[config.mk]
export PLATFORM = sky130hd
export DESIGN_NAME = iiec_top
export DESIGN_NICKNAME = d
export VERILOG_FILES = /design/src/pkg/iiec_pkg.sv /design/src/hdl/iiec_top.sv /design/src/hdl/iiec_setup_buf.sv
export VERILOG_INCLUDE_DIRS = /design/src /design/src/pkg
export SDC_FILE = /design/constraint.sdc
export NUM_CORES = 1
export LEC_CHECK = 0
export BUFFER_PORTS_ARGS = -buffer_cell sky130_fd_sc_hd__buf_2
export CAP_MARGIN = 20
export CORE_ASPECT_RATIO = 0.7
export CORE_MARGIN = 2
export CORE_UTILIZATION = 54
export CTS_CLUSTER_SIZE = 20
export DETAILED_ROUTE_END_ITERATION = 7
export PLACE_DENSITY = 0.77
export SLEW_MARGIN = 10
export SYNTH_ARGS = -nofsm -noshare
export SYNTH_HDL_FRONTEND = slang
export SYNTH_SLANG_ARGS = --single-unit
[constraint.sdc]
create_clock -name aclk -period 2.26 [get_ports aclk]
set_input_delay 0.113 -clock aclk [delete_from_list [all_inputs] [get_ports aclk]]
set_output_delay 0.113 -clock aclk [all_outputs]
set_load 0.01 [all_outputs]
[src/pkg/iiec_map.svh]
// register offsets, field positions and reset values for the iso in endpoint block
`ifndef IIEC_MAP_SVH
`define IIEC_MAP_SVH
`define IIEC_OFF_CONFIG 8'h00
`define IIEC_OFF_SETUP_LO 8'h04
`define IIEC_OFF_SETUP_HI 8'h08
`define IIEC_OFF_STATUS 8'h0C
`define IIEC_BIT_ENABLE 7
`define IIEC_BIT_ISO 6
`define IIEC_BIT_OVF 5
`define IIEC_SBC_MSB 4
`define IIEC_CONFIG_RST 8'h00
`define IIEC_SETUP_BYTES 8
`define IIEC_RESP_OKAY 2'b00
`define IIEC_RESP_SLVERR 2'b10
`endif

[src/pkg/iiec_pkg.sv]
// types shared by the iso in endpoint configuration block
package iiec_pkg;
  typedef logic [7:0] iiec_byte_t;
  typedef logic [1:0] iiec_resp_t;
  typedef enum logic [2:0] {
    IIEC_RD_IDLE = 3'b001,
    IIEC_RD_WAIT = 3'b010,
    IIEC_RD_RESP = 3'b100
  } iiec_rd_state_t;
endpackage

[src/hdl/iiec_top.sv]
// iso in endpoint configuration byte and setup buffer behind an axi4-lite slave
// Functional notes
// RULE1 - bit 7 written one enables endpoint
// RULE2 - bit 6 selects isochronous or other transactions
// RULE3 - buffer manager overflow sets bit 5
// RULE4 - overflow clears only by software writing zero
// RULE5 - overflow flag never affects endpoint operation
// RULE6 - sample bytes equal field value plus one
// RULE7 - firmware programs full codec frame size
// RULE8 - setup packet stored in eight byte buffer
// RULE9 - request type lowest, length highest address
`timescale 1ns/1ps
`include "iiec_map.svh"
module iiec_top (
  input wire logic aclk,
  input wire logic aresetn,
  input wire logic [7:0] s_axi_awaddr,
  input wire logic s_axi_awvalid,
  output logic s_axi_awready,
  input wire logic [31:0] s_axi_wdata,
  input wire logic [3:0] s_axi_wstrb,
  input wire logic s_axi_wvalid,
  output logic s_axi_wready,
  output logic [1:0] s_axi_bresp,
  output logic s_axi_bvalid,
  input wire logic s_axi_bready,
  input wire logic [7:0] s_axi_araddr,
  input wire logic s_axi_arvalid,
  output logic s_axi_arready,
  output logic [31:0] s_axi_rdata,
  output logic [1:0] s_axi_rresp,
  output logic s_axi_rvalid,
  input wire logic s_axi_rready,
  input wire logic overflow_event,
  input wire logic setup_start,
  input wire logic setup_valid,
  input wire iiec_pkg::iiec_byte_t setup_data,
  output logic endpoint_enable,
  output logic iso_mode,
  output logic [5:0] sample_bytes
);
  import iiec_pkg::*;

  ////////////////////////////////////////////////////////////////////////////
  logic [7:0] aw_addr_r;
  logic aw_have_r;
  logic [31:0] w_data_r;
  logic w_strb0_r;
  logic w_have_r;
  logic bvalid_r;
  iiec_resp_t bresp_r;
  iiec_byte_t config_r;
  logic buffer_overrun_flag_r;
  logic [63:0] setup_packet;
  logic setup_done;
  logic wr_fire;
  logic wr_cfg;
  iiec_rd_state_t rd_state_r;
  logic [31:0] rdata_r;
  iiec_resp_t rresp_r;

  iiec_setup_buf #(.NBYTES(`IIEC_SETUP_BYTES)) u_setup (
    .aclk(aclk),
    .aresetn(aresetn),
    .setup_start(setup_start),
    .setup_valid(setup_valid),
    .setup_data(setup_data),
    .setup_packet(setup_packet),
    .setup_done(setup_done)
  );

  ////////////////////////////////////////////////////////////////////////////
  // write channels taken independently, response once both are held
  assign s_axi_awready = !aw_have_r && !bvalid_r;
  assign s_axi_wready = !w_have_r && !bvalid_r;
  assign s_axi_bvalid = bvalid_r;
  assign s_axi_bresp = bresp_r;
  assign wr_fire = aw_have_r && w_have_r && !bvalid_r;
  assign wr_cfg = wr_fire && (aw_addr_r == `IIEC_OFF_CONFIG) && w_strb0_r;

  always_ff @(posedge aclk) begin
    if (!aresetn) begin
      aw_have_r <= 1'b0;
      aw_addr_r <= 8'h00;
    end else if (s_axi_awvalid && s_axi_awready) begin
      aw_have_r <= 1'b1;
      aw_addr_r <= {s_axi_awaddr[7:2], 2'b00};
    end else if (wr_fire) begin
      aw_have_r <= 1'b0;
    end
  end

  always_ff @(posedge aclk) begin
    if (!aresetn) begin
      w_have_r <= 1'b0;
      w_data_r <= 32'h0000_0000;
      w_strb0_r <= 1'b0;
    end else if (s_axi_wvalid && s_axi_wready) begin
      w_have_r <= 1'b1;
      w_data_r <= s_axi_wdata;
      w_strb0_r <= s_axi_wstrb[0];
    end else if (wr_fire) begin
      w_have_r <= 1'b0;
    end
  end

  always_ff @(posedge aclk) begin
    if (!aresetn) begin
      bvalid_r <= 1'b0;
      bresp_r <= `IIEC_RESP_OKAY;
    end else if (wr_fire) begin
      bvalid_r <= 1'b1;
      bresp_r <= (aw_addr_r == `IIEC_OFF_CONFIG) ? `IIEC_RESP_OKAY : `IIEC_RESP_SLVERR;
    end else if (s_axi_bready) begin
      bvalid_r <= 1'b0;
    end
  end

  ////////////////////////////////////////////////////////////////////////////
  // configuration byte: software owned bits
  always_ff @(posedge aclk) begin
    if (!aresetn) begin
      config_r <= `IIEC_CONFIG_RST;
    end else if (wr_cfg) begin
      config_r[`IIEC_BIT_ENABLE] <= w_data_r[`IIEC_BIT_ENABLE]; // RULE1
      config_r[`IIEC_BIT_ISO] <= w_data_r[`IIEC_BIT_ISO]; // RULE2
      config_r[`IIEC_SBC_MSB:0] <= w_data_r[`IIEC_SBC_MSB:0]; // RULE6
      config_r[`IIEC_BIT_OVF] <= 1'b0;
    end
  end

  // set wins over a same-cycle clear; writing one leaves the flag alone
  always_ff @(posedge aclk) begin
    if (!aresetn) begin
      buffer_overrun_flag_r <= 1'b0;
    end else if (overflow_event) begin
      buffer_overrun_flag_r <= 1'b1; // RULE3
    end else if (wr_cfg && !w_data_r[`IIEC_BIT_OVF]) begin
      buffer_overrun_flag_r <= 1'b0; // RULE4
    end
  end

  // flag deliberately absent from every control output
  assign endpoint_enable = config_r[`IIEC_BIT_ENABLE]; // RULE1 RULE5
  assign iso_mode = config_r[`IIEC_BIT_ISO]; // RULE2
  // firmware is trusted to give the whole codec frame size here
  assign sample_bytes = {1'b0, config_r[`IIEC_SBC_MSB:0]} + 6'h01; // RULE6 RULE7

  ////////////////////////////////////////////////////////////////////////////
  // read path: one cycle to latch, then hold until rready
  assign s_axi_arready = (rd_state_r == IIEC_RD_IDLE);
  assign s_axi_rvalid = (rd_state_r == IIEC_RD_RESP);
  assign s_axi_rdata = rdata_r;
  assign s_axi_rresp = rresp_r;

  always_ff @(posedge aclk) begin
    if (!aresetn) begin
      rd_state_r <= IIEC_RD_IDLE;
      rdata_r <= 32'h0000_0000;
      rresp_r <= `IIEC_RESP_OKAY;
    end else begin
      case (rd_state_r)
        IIEC_RD_IDLE: begin
          if (s_axi_arvalid) begin
            rd_state_r <= IIEC_RD_RESP;
            rresp_r <= `IIEC_RESP_OKAY;
            case ({s_axi_araddr[7:2], 2'b00})
              `IIEC_OFF_CONFIG: rdata_r <= {24'h000000, config_r[7:6],
                                            buffer_overrun_flag_r, config_r[4:0]};
              `IIEC_OFF_SETUP_LO: rdata_r <= setup_packet[31:0]; // RULE9
              `IIEC_OFF_SETUP_HI: rdata_r <= setup_packet[63:32]; // RULE9
              `IIEC_OFF_STATUS: rdata_r <= {31'h00000000, setup_done};
              default: begin
                rdata_r <= 32'h0000_0000;
                rresp_r <= `IIEC_RESP_SLVERR;
              end
            endcase
          end
        end
        IIEC_RD_RESP: begin
          if (s_axi_rready) begin
            rd_state_r <= IIEC_RD_IDLE;
          end
        end
        default: rd_state_r <= IIEC_RD_IDLE;
      endcase
    end
  end
endmodule // iiec_top

[src/hdl/iiec_setup_buf.sv]
// eight byte setup packet buffer, one byte per beat at rising addresses
`timescale 1ns/1ps
`include "iiec_map.svh"
module iiec_setup_buf #(
  parameter int NBYTES = `IIEC_SETUP_BYTES
) (
  input wire logic aclk,
  input wire logic aresetn,
  input wire logic setup_start,
  input wire logic setup_valid,
  input wire iiec_pkg::iiec_byte_t setup_data,
  output logic [8*NBYTES-1:0] setup_packet,
  output logic setup_done
);
  import iiec_pkg::*;
  logic [3:0] idx_r;
  logic [8*NBYTES-1:0] buf_r;
  logic done_r;
  assign setup_packet = buf_r;
  assign setup_done = done_r;
  // byte 0 (request type) at the lowest address, length high byte on top
  always_ff @(posedge aclk) begin
    if (!aresetn) begin
      idx_r <= 4'h0;
      done_r <= 1'b0;
      buf_r <= '0;
    end else if (setup_start) begin
      idx_r <= 4'h0;
      done_r <= 1'b0;
    end else if (setup_valid && idx_r < 4'(NBYTES)) begin
      buf_r[idx_r*8 +: 8] <= setup_data; // RULE8 RULE9
      idx_r <= idx_r + 4'h1;
      done_r <= (idx_r == 4'(NBYTES - 1));
    end
  end
endmodule // iiec_setup_buf

==> impl_metrics.json, run 1 <==
{
  "status": "finished clean",
  "tritoncts": "built",
  "ir_drop_v": 0.000720,
  "start_util": 0.552,
  "path_class": "flip-flop to flip-flop",
  "worstHoldPathCells": 4,
  "grt_max_degree": 47,
  "die_height_um": 86.9,
  "syn2layout_area_growth_pct": 24.6,
  "synth_area_um2": 5310,
  "post-route-period-util": 0.907,
  "ant_nets": 0,
  "hold_class": "primary input to flip-flop",
  "min_to": "s_axi_bvalid$_SDFFE_PN0P_",
  "syn_avg_cell_area_um2": 8.66,
  "relSlewSlack": 0.627,
  "synth-async-reset-ratio": 0,
  "cts_buffers": 17,
  "cp.required_ns": 2.60,
  "setup_viol": 0,
  "r2r-start": "u_setup.idx_r[3]$_SDFFE_PP0P_",
  "drt_iter0_drc": 354,
  "synth_warnings": 0,
  "rr_endpoint": "u_setup.setup_packet[18]$_SDFFE_PN0P_",
  "multi_input_area_um2": 2470,
  "syn_inst": 613,
  "finalSetupTns_ns": 0,
  "yosys_register_bits": 131,
  "place.gp.congestion": 0.922,
  "fin_skew_ns": 0.00873,
  "clk_pin_slew_ns": 0.06,
  "cts.sinks": 131,
  "rows": 30,
  "antenna_found_initial": 0,
  "clk_latency_ns": 0.41,
  "end_kind": "flip-flop",
  "rr_worst_depth": 7,
  "worst_pin_slew_ns": 0.558,
  "ioPinCount": 119,
  "hold_start": "s_axi_bready",
  "critPathLaunchType": "flip-flop",
  "r2r_slack_ns": 0.21,
  "layout.nets": 787,
  "dpl.hpwl_um": 8910,
  "grt_pass1_wl_um": 21400,
  "cts-htree-levels": 4,
  "drv_cap": 0,
  "core_um2": 9610,
  "critPathLaunch": "u_setup.idx_r[3]$_SDFFE_PP0P_",
  "fin_crit_ns": 2.05,
  "synthFlopType": "dfxtp_1",
  "final-seq-area_um2": 2620,
  "dieWidth_um": 122,
  "wl_per_cell_um": 15.6,
  "cts_root_buffer": "clkbuf_16",
  "ys_seq_area_frac": 0.494,
  "grt_overflow": 0,
  "die_area_um2": 10600,
  "worstPathMaxFanout": 8,
  "grt_pass1_vias": 4479,
  "drtPass1Iterations": 5,
  "route.detailed.drc": 0,
  "clock_path_buffers": 2,
  "port_buffers": 85,
  "ys_types": 37,
  "final-max-slew-violation-count": 0,
  "synth-edff-count": 0,
  "rsz0062_at_grt": "false",
  "final-hold-violation-count": 0,
  "drt_wl_total_um": 13400,
  "grt_usage": 0.259,
  "p_total_mw": 5.26,
  "insertedDiodeCount": 0,
  "clock.fmax_ghz": 0.488,
  "via_per_inst": 5.57,
  "p_leak_nw": 2.66,
  "drive_above_1_share": 0.193,
  "power-per-cell-area_nw_per_um2": 795,
  "n_fill_cell": 769,
  "crit_arrival_ns": 2.38,
  "route.vias.total": 4756
}
==> critical path, cell delays in order, from the launching register on <==
cell and delay (ns):
dfxtp_1 0.44, inv_1 0.12, ha_1 0.31, nor3b_4 0.35, nand2_4 0.10, a211oi_4 0.22
buf_4 0.23, mux2i_1 0.20
==> metrics by stage <==
step	hold slack (ns)	instance area [um2]	setup WS, ns	util	instances
after floorplan	0.242	5310	0.198	-	614
after global placement	0.347	5850	0.347	0.609	802
after detailed placement	0.358	5850	0.260	0.609	802
after CTS	0.00220	6610	0.238	0.688	854
after global routing	0.0216	6610	0.117	0.688	854
final	0.00698	6610	0.211	0.688	854
==> worst max path at each step <==
stage                     slack (ns)                               endpoint  cells past startpoint
final                           0.21  u_setup.setup_packet[18]$_SDFFE_PN0P_                      7
after global routing            0.12  u_setup.setup_packet[17]$_SDFFE_PN0P_                      7
after CTS                       0.24  u_setup.setup_packet[18]$_SDFFE_PN0P_                      7
after detailed placement        0.26  u_setup.setup_packet[18]$_SDFFE_PN0P_                      7
after global placement          0.35  u_setup.setup_packet[16]$_SDFFE_PN0P_                      7
after floorplan                 0.20  u_setup.setup_packet[16]$_SDFFE_PN0P_                      7
==> flip-flops by register name, summed over array words and instances (netlist names) <==
name and cells:
config_r 7, w_strb0_r 1, w_have_r 1, buffer_overrun_flag_r 1, rd_state_r 2, s_axi_rdata 32
w_data_r 8, aw_have_r 1, u_setup.setup_packet 64, u_setup.idx_r 4, s_axi_bresp 1, aw_addr_r 6
s_axi_bvalid 1, u_setup.setup_done 1, s_axi_rresp 1
==> what timing repair did <==
item                                   CTS  global route
hold buffers                            20             0
buffers inserted                         0             0
endpoints found under the hold margin   20             0
gates resized for setup                  0             0
==> where the power goes <==
part           leakage, nW  total, mW  switching, mW  internal, mW
registers             1.06       2.37         0.0241          2.35
clock network        0.272       2.57          0.998          1.57
logic                 1.33      0.319          0.201         0.118
total                 2.66       5.26           1.22          4.03
==> per-layer routing <==
metal / GRT usage / routed length (um) / up-vias
met4: 0.0773 / 184 / 0
met5: 0 / 0 / -
met1: 0.336 / 5930 / 2268
met2: 0.428 / 6470 / 149
met3: 0.0681 / 780 / 18
li1: - / - / 2321
==> cell type report <==
cell class | instances | share of cell area
Sequential cell | 131 | 0.397
Multi-Input combinational cell | 431 | 0.374
Timing Repair Buffer | 122 | 0.114
Clock buffer | 20 | 0.0691
Tap cell | 128 | 0.0242
Clock inverter | 12 | 0.0163
Inverter | 10 | 0.00568
==> cell families (layout without fill, tap and decap cells) <==
logic type / Yosys count / count (layout) / share of synthesized area
adder cells (fa/ha/maj): 4 / 4 / 0.00943
AO/OA/AOI/OAI: 137 / 137 / 0.154
AND/OR/NAND/NOR: 245 / 245 / 0.218
XOR/XNOR: 5 / 5 / 0.00825
buffers and inverters: 52 / 164 / 0.0410
flip-flops: 131 / 131 / 0.494
other: 1 / 2 / 0.000707
multiplexers: 38 / 38 / 0.0740
==> Yosys cell counts (2+ instances only) <==
cell type | n | area (um2)
nand2_1 | 116 | 435
o311a_1 | 2 | 20.0
buf_4 | 3 | 22.5
nand2b_1 | 2 | 12.5
xnor2_1 | 3 | 26.3
inv_1 | 10 | 37.5
a22oi_1 | 24 | 180
and3b_1 | 3 | 26.3
xor2_1 | 2 | 17.5
o21ai_0 | 83 | 415
buf_1 | 4 | 15.0
clkbuf_1 | 26 | 97.6
mux2i_1 | 37 | 370
buf_2 | 9 | 45.0
dfxtp_1 | 131 | 2620
and2_1 | 27 | 169
nor2_1 | 19 | 71.3
ha_1 | 4 | 50.1
nor4_1 | 2 | 12.5
nor2b_1 | 5 | 31.3
a21oi_1 | 17 | 85.1
nand3_1 | 57 | 285
nand4_1 | 5 | 31.3
a32o_1 | 8 | 80.1
nor3b_1 | 2 | 15.0
==> layout by cell type, fill, tap and decap left out, drive strengths merged, types with 2 or more instances in the layout <==
| cell type | count |
|---|---|
| xnor2 | 3 |
| nand2b | 2 |
| clkinv | 7 |
| ha | 4 |
| inv | 11 |
| xor2 | 2 |
| conb | 2 |
| clkbuf | 20 |
| and3b | 3 |
| o311a | 2 |
| and2 | 27 |
| mux2i | 37 |
| buf | 102 |
| nand3 | 57 |
| o21ai | 83 |
| nand4 | 5 |
| nand2 | 117 |
| nor2 | 20 |
| dlygate4sd3 | 20 |
| dfxtp | 131 |
| a21oi | 17 |
| nor3b | 3 |
| clkinvlp | 3 |
| nor4 | 2 |
| a22oi | 24 |
| a32o | 8 |
| nor2b | 5 |
No activity file was read; power rests on OpenSTA's default activity.
==> inputs of run 2 (changes only) <==
CORE_UTILIZATION = 56   (was 54)
CTS_BUF_LIST = sky130_fd_sc_hd__clkbuf_4   (was default)
PLACE_DENSITY = 0.79   (was 0.77)
REMOVE_ABC_BUFFERS = 1   (was default)
==> run 2 against run 1 <==
Fmax shrank 4.3%. Register-to-register slack lost 0.09 ns. Cell area shrank 2.3%. Non-clock buffer count is 8 higher. Highest routed layer unchanged. Largest power group is now sequential cells.
==> impl_metrics.json, run 2 (synthesis results as in run 1) <==
{
  "status": "finished clean",
  "power-per-cell-area_nw_per_um2": 685,
  "clock_path_buffers": 2,
  "finalSetupTns_ns": 0,
  "drive_above_1_share": 0.191,
  "drt_iter0_drc": 446,
  "ant_nets": 0,
  "core_um2": 9140,
  "drt_wl_total_um": 12700,
  "cts_root_buffer": "clkbuf_4",
  "rows": 29,
  "top_usage_layer": "met2",
  "syn2layout_area_growth_pct": 21.8,
  "fin_crit_ns": 2.14,
  "cts.sinks": 131,
  "worst_pin_slew_ns": 0.675,
  "grtUsageMet1": 0.337,
  "largest_reg_flops": 64,
  "die_area_um2": 10300,
  "final_common_cell": "dfxtp_1",
  "cts-htree-levels": 4,
  "clk_pin_slew_ns": 0.10,
  "n_fill_cell": 699,
  "p_leak_nw": 2.59,
  "wl_per_cell_um": 14.8,
  "end_kind": "flip-flop",
  "layout.nets": 795,
  "final-max-slew-violation-count": 0,
  "grt_usage": 0.254,
  "clk_latency_ns": 0.52,
  "insertedDiodeCount": 0,
  "ir_drop_v": 0.000434,
  "via_per_inst": 5.54,
  "port_buffers": 85,
  "drv_cap": 0,
  "route.detailed.drc": 0,
  "worstPathMaxFanout": 16,
  "route.vias.total": 4756,
  "critPathLaunchType": "flip-flop",
  "cts_buffers": 17,
  "tritoncts": "built",
  "grt_pass1_wl_um": 20800,
  "cp.required_ns": 2.66,
  "post_cts_buffers": 0,
  "grt_overflow": 0,
  "setup_viol": 0,
  "final.setup.worst_slack_ns": 0.120,
  "place_inst": 796,
  "gr-usage-met3": 0.0800,
  "post-route-period-util": 0.947,
  "final_cell_mix": "dfxtp_1 (129), nand2_1 (116), buf_2 (84)",
  "relSlewSlack": 0.548,
  "hold_class": "primary input to flip-flop",
  "grt_pass1_vias": 4426,
  "holdWs_ns": 0.0477,
  "met2_usage": 0.400,
  "ioPinCount": 119,
  "crit_arrival_ns": 2.54,
  "pre_cts_ws_ns": 0.263,
  "fin_skew_ns": 0.0138,
  "dieWidth_um": 120,
  "die_height_um": 85.4,
  "antenna_found_initial": 0,
  "drtPass1Iterations": 6,
  "place.gp.congestion": 0.841,
  "stdcell_count": 858,
  "final-hold-violation-count": 0,
  "dpl.hpwl_um": 8410,
  "grt_max_degree": 109,
  "start_util": 0.580,
  "clock.fmax_ghz": 0.467,
  "path_class": "flip-flop to flip-flop"
}
[run 2: cell types whose count changed in the layout (fill, tap and decap cells not counted), sizes merged]
cell / delta
bufinv: +3
inv: -1
buf: -2
dlygate4sd3: +10
clkinvlp: -2
[run 2: path summary, 6_finish.rpt]
| path | from | to | slack, ns | cells after the start |
|---|---|---|---|---|
| setup reg to reg | u_setup.idx_r[0]$_SDFFE_PP0P_ | u_setup.setup_packet[7]$_SDFFE_PN0P_ | 0.12 | 8 |
| setup / recovery | u_setup.idx_r[0]$_SDFFE_PP0P_ | u_setup.setup_packet[7]$_SDFFE_PN0P_ | 0.12 | 8 |
| hold / removal | setup_start | u_setup.idx_r[1]$_SDFFE_PP0P_ | 0.05 | 3 |
| hold reg to reg | w_data_r[5]$_SDFFE_PN0P_ | w_data_r[5]$_SDFFE_PN0P_ | 0.46 | 2 |
[run 2: report_power, final]
part	internal [mW]	leakage, nW	switching [mW]	total, mW
logic	0.131	1.36	0.199	0.330
registers	2.34	1.06	0.0228	2.37
clock network	0.901	0.169	0.828	1.73
total	3.38	2.59	1.05	4.43
[run 2: critical path, cell delays in order, from the launching register on]
cell and delay, ns:
dfxtp_2 0.36, inv_1 0.12, ha_1 0.29, and4bb_2 0.25
nand4_1 0.09, buf_4 0.21, nand3_1 0.09, o21ai_0 0.07
dlygate4sd3_1 0.56
[run 2: final cells by class]
cell class	instances	area, um2	area share
Clock inverter	12	163	0.0252
Clock buffer	20	150	0.0232
Timing Repair Buffer	130	853	0.132
Tap cell	124	155	0.0240
Inverter	10	37.5	0.00581
Multi-Input combinational cell	431	2480	0.384
Sequential cell	131	2630	0.406
[run 2: layer usage]
metal / vias up / share of wire
li1: 2336 / -
met1: 2201 / 0.46
met2: 196 / 0.46
met3: 23 / 0.070
met4: 0 / 0.017
met5: - / 0
[run 2: timing repair]
| action | CTS | global route |
|---|---|---|
| endpoints found under the hold margin | 88 | 0 |
| resized for setup | 0 | 4 |
| hold buffers | 30 | 0 |
| setup endpoints to repair | 0 | 1 |
[run 2: through the flow]
| stage | total power [mW] | area [um2] | util |
|---|---|---|---|
| after floorplan | 2.55 | 5130 | - |
| final | 4.43 | 6460 | 0.707 |
| after global routing | 4.59 | 6460 | 0.707 |
| after global placement | 2.69 | 5840 | 0.639 |
| after CTS | 4.44 | 6450 | 0.706 |
| after detailed placement | 2.70 | 5840 | 0.639 |
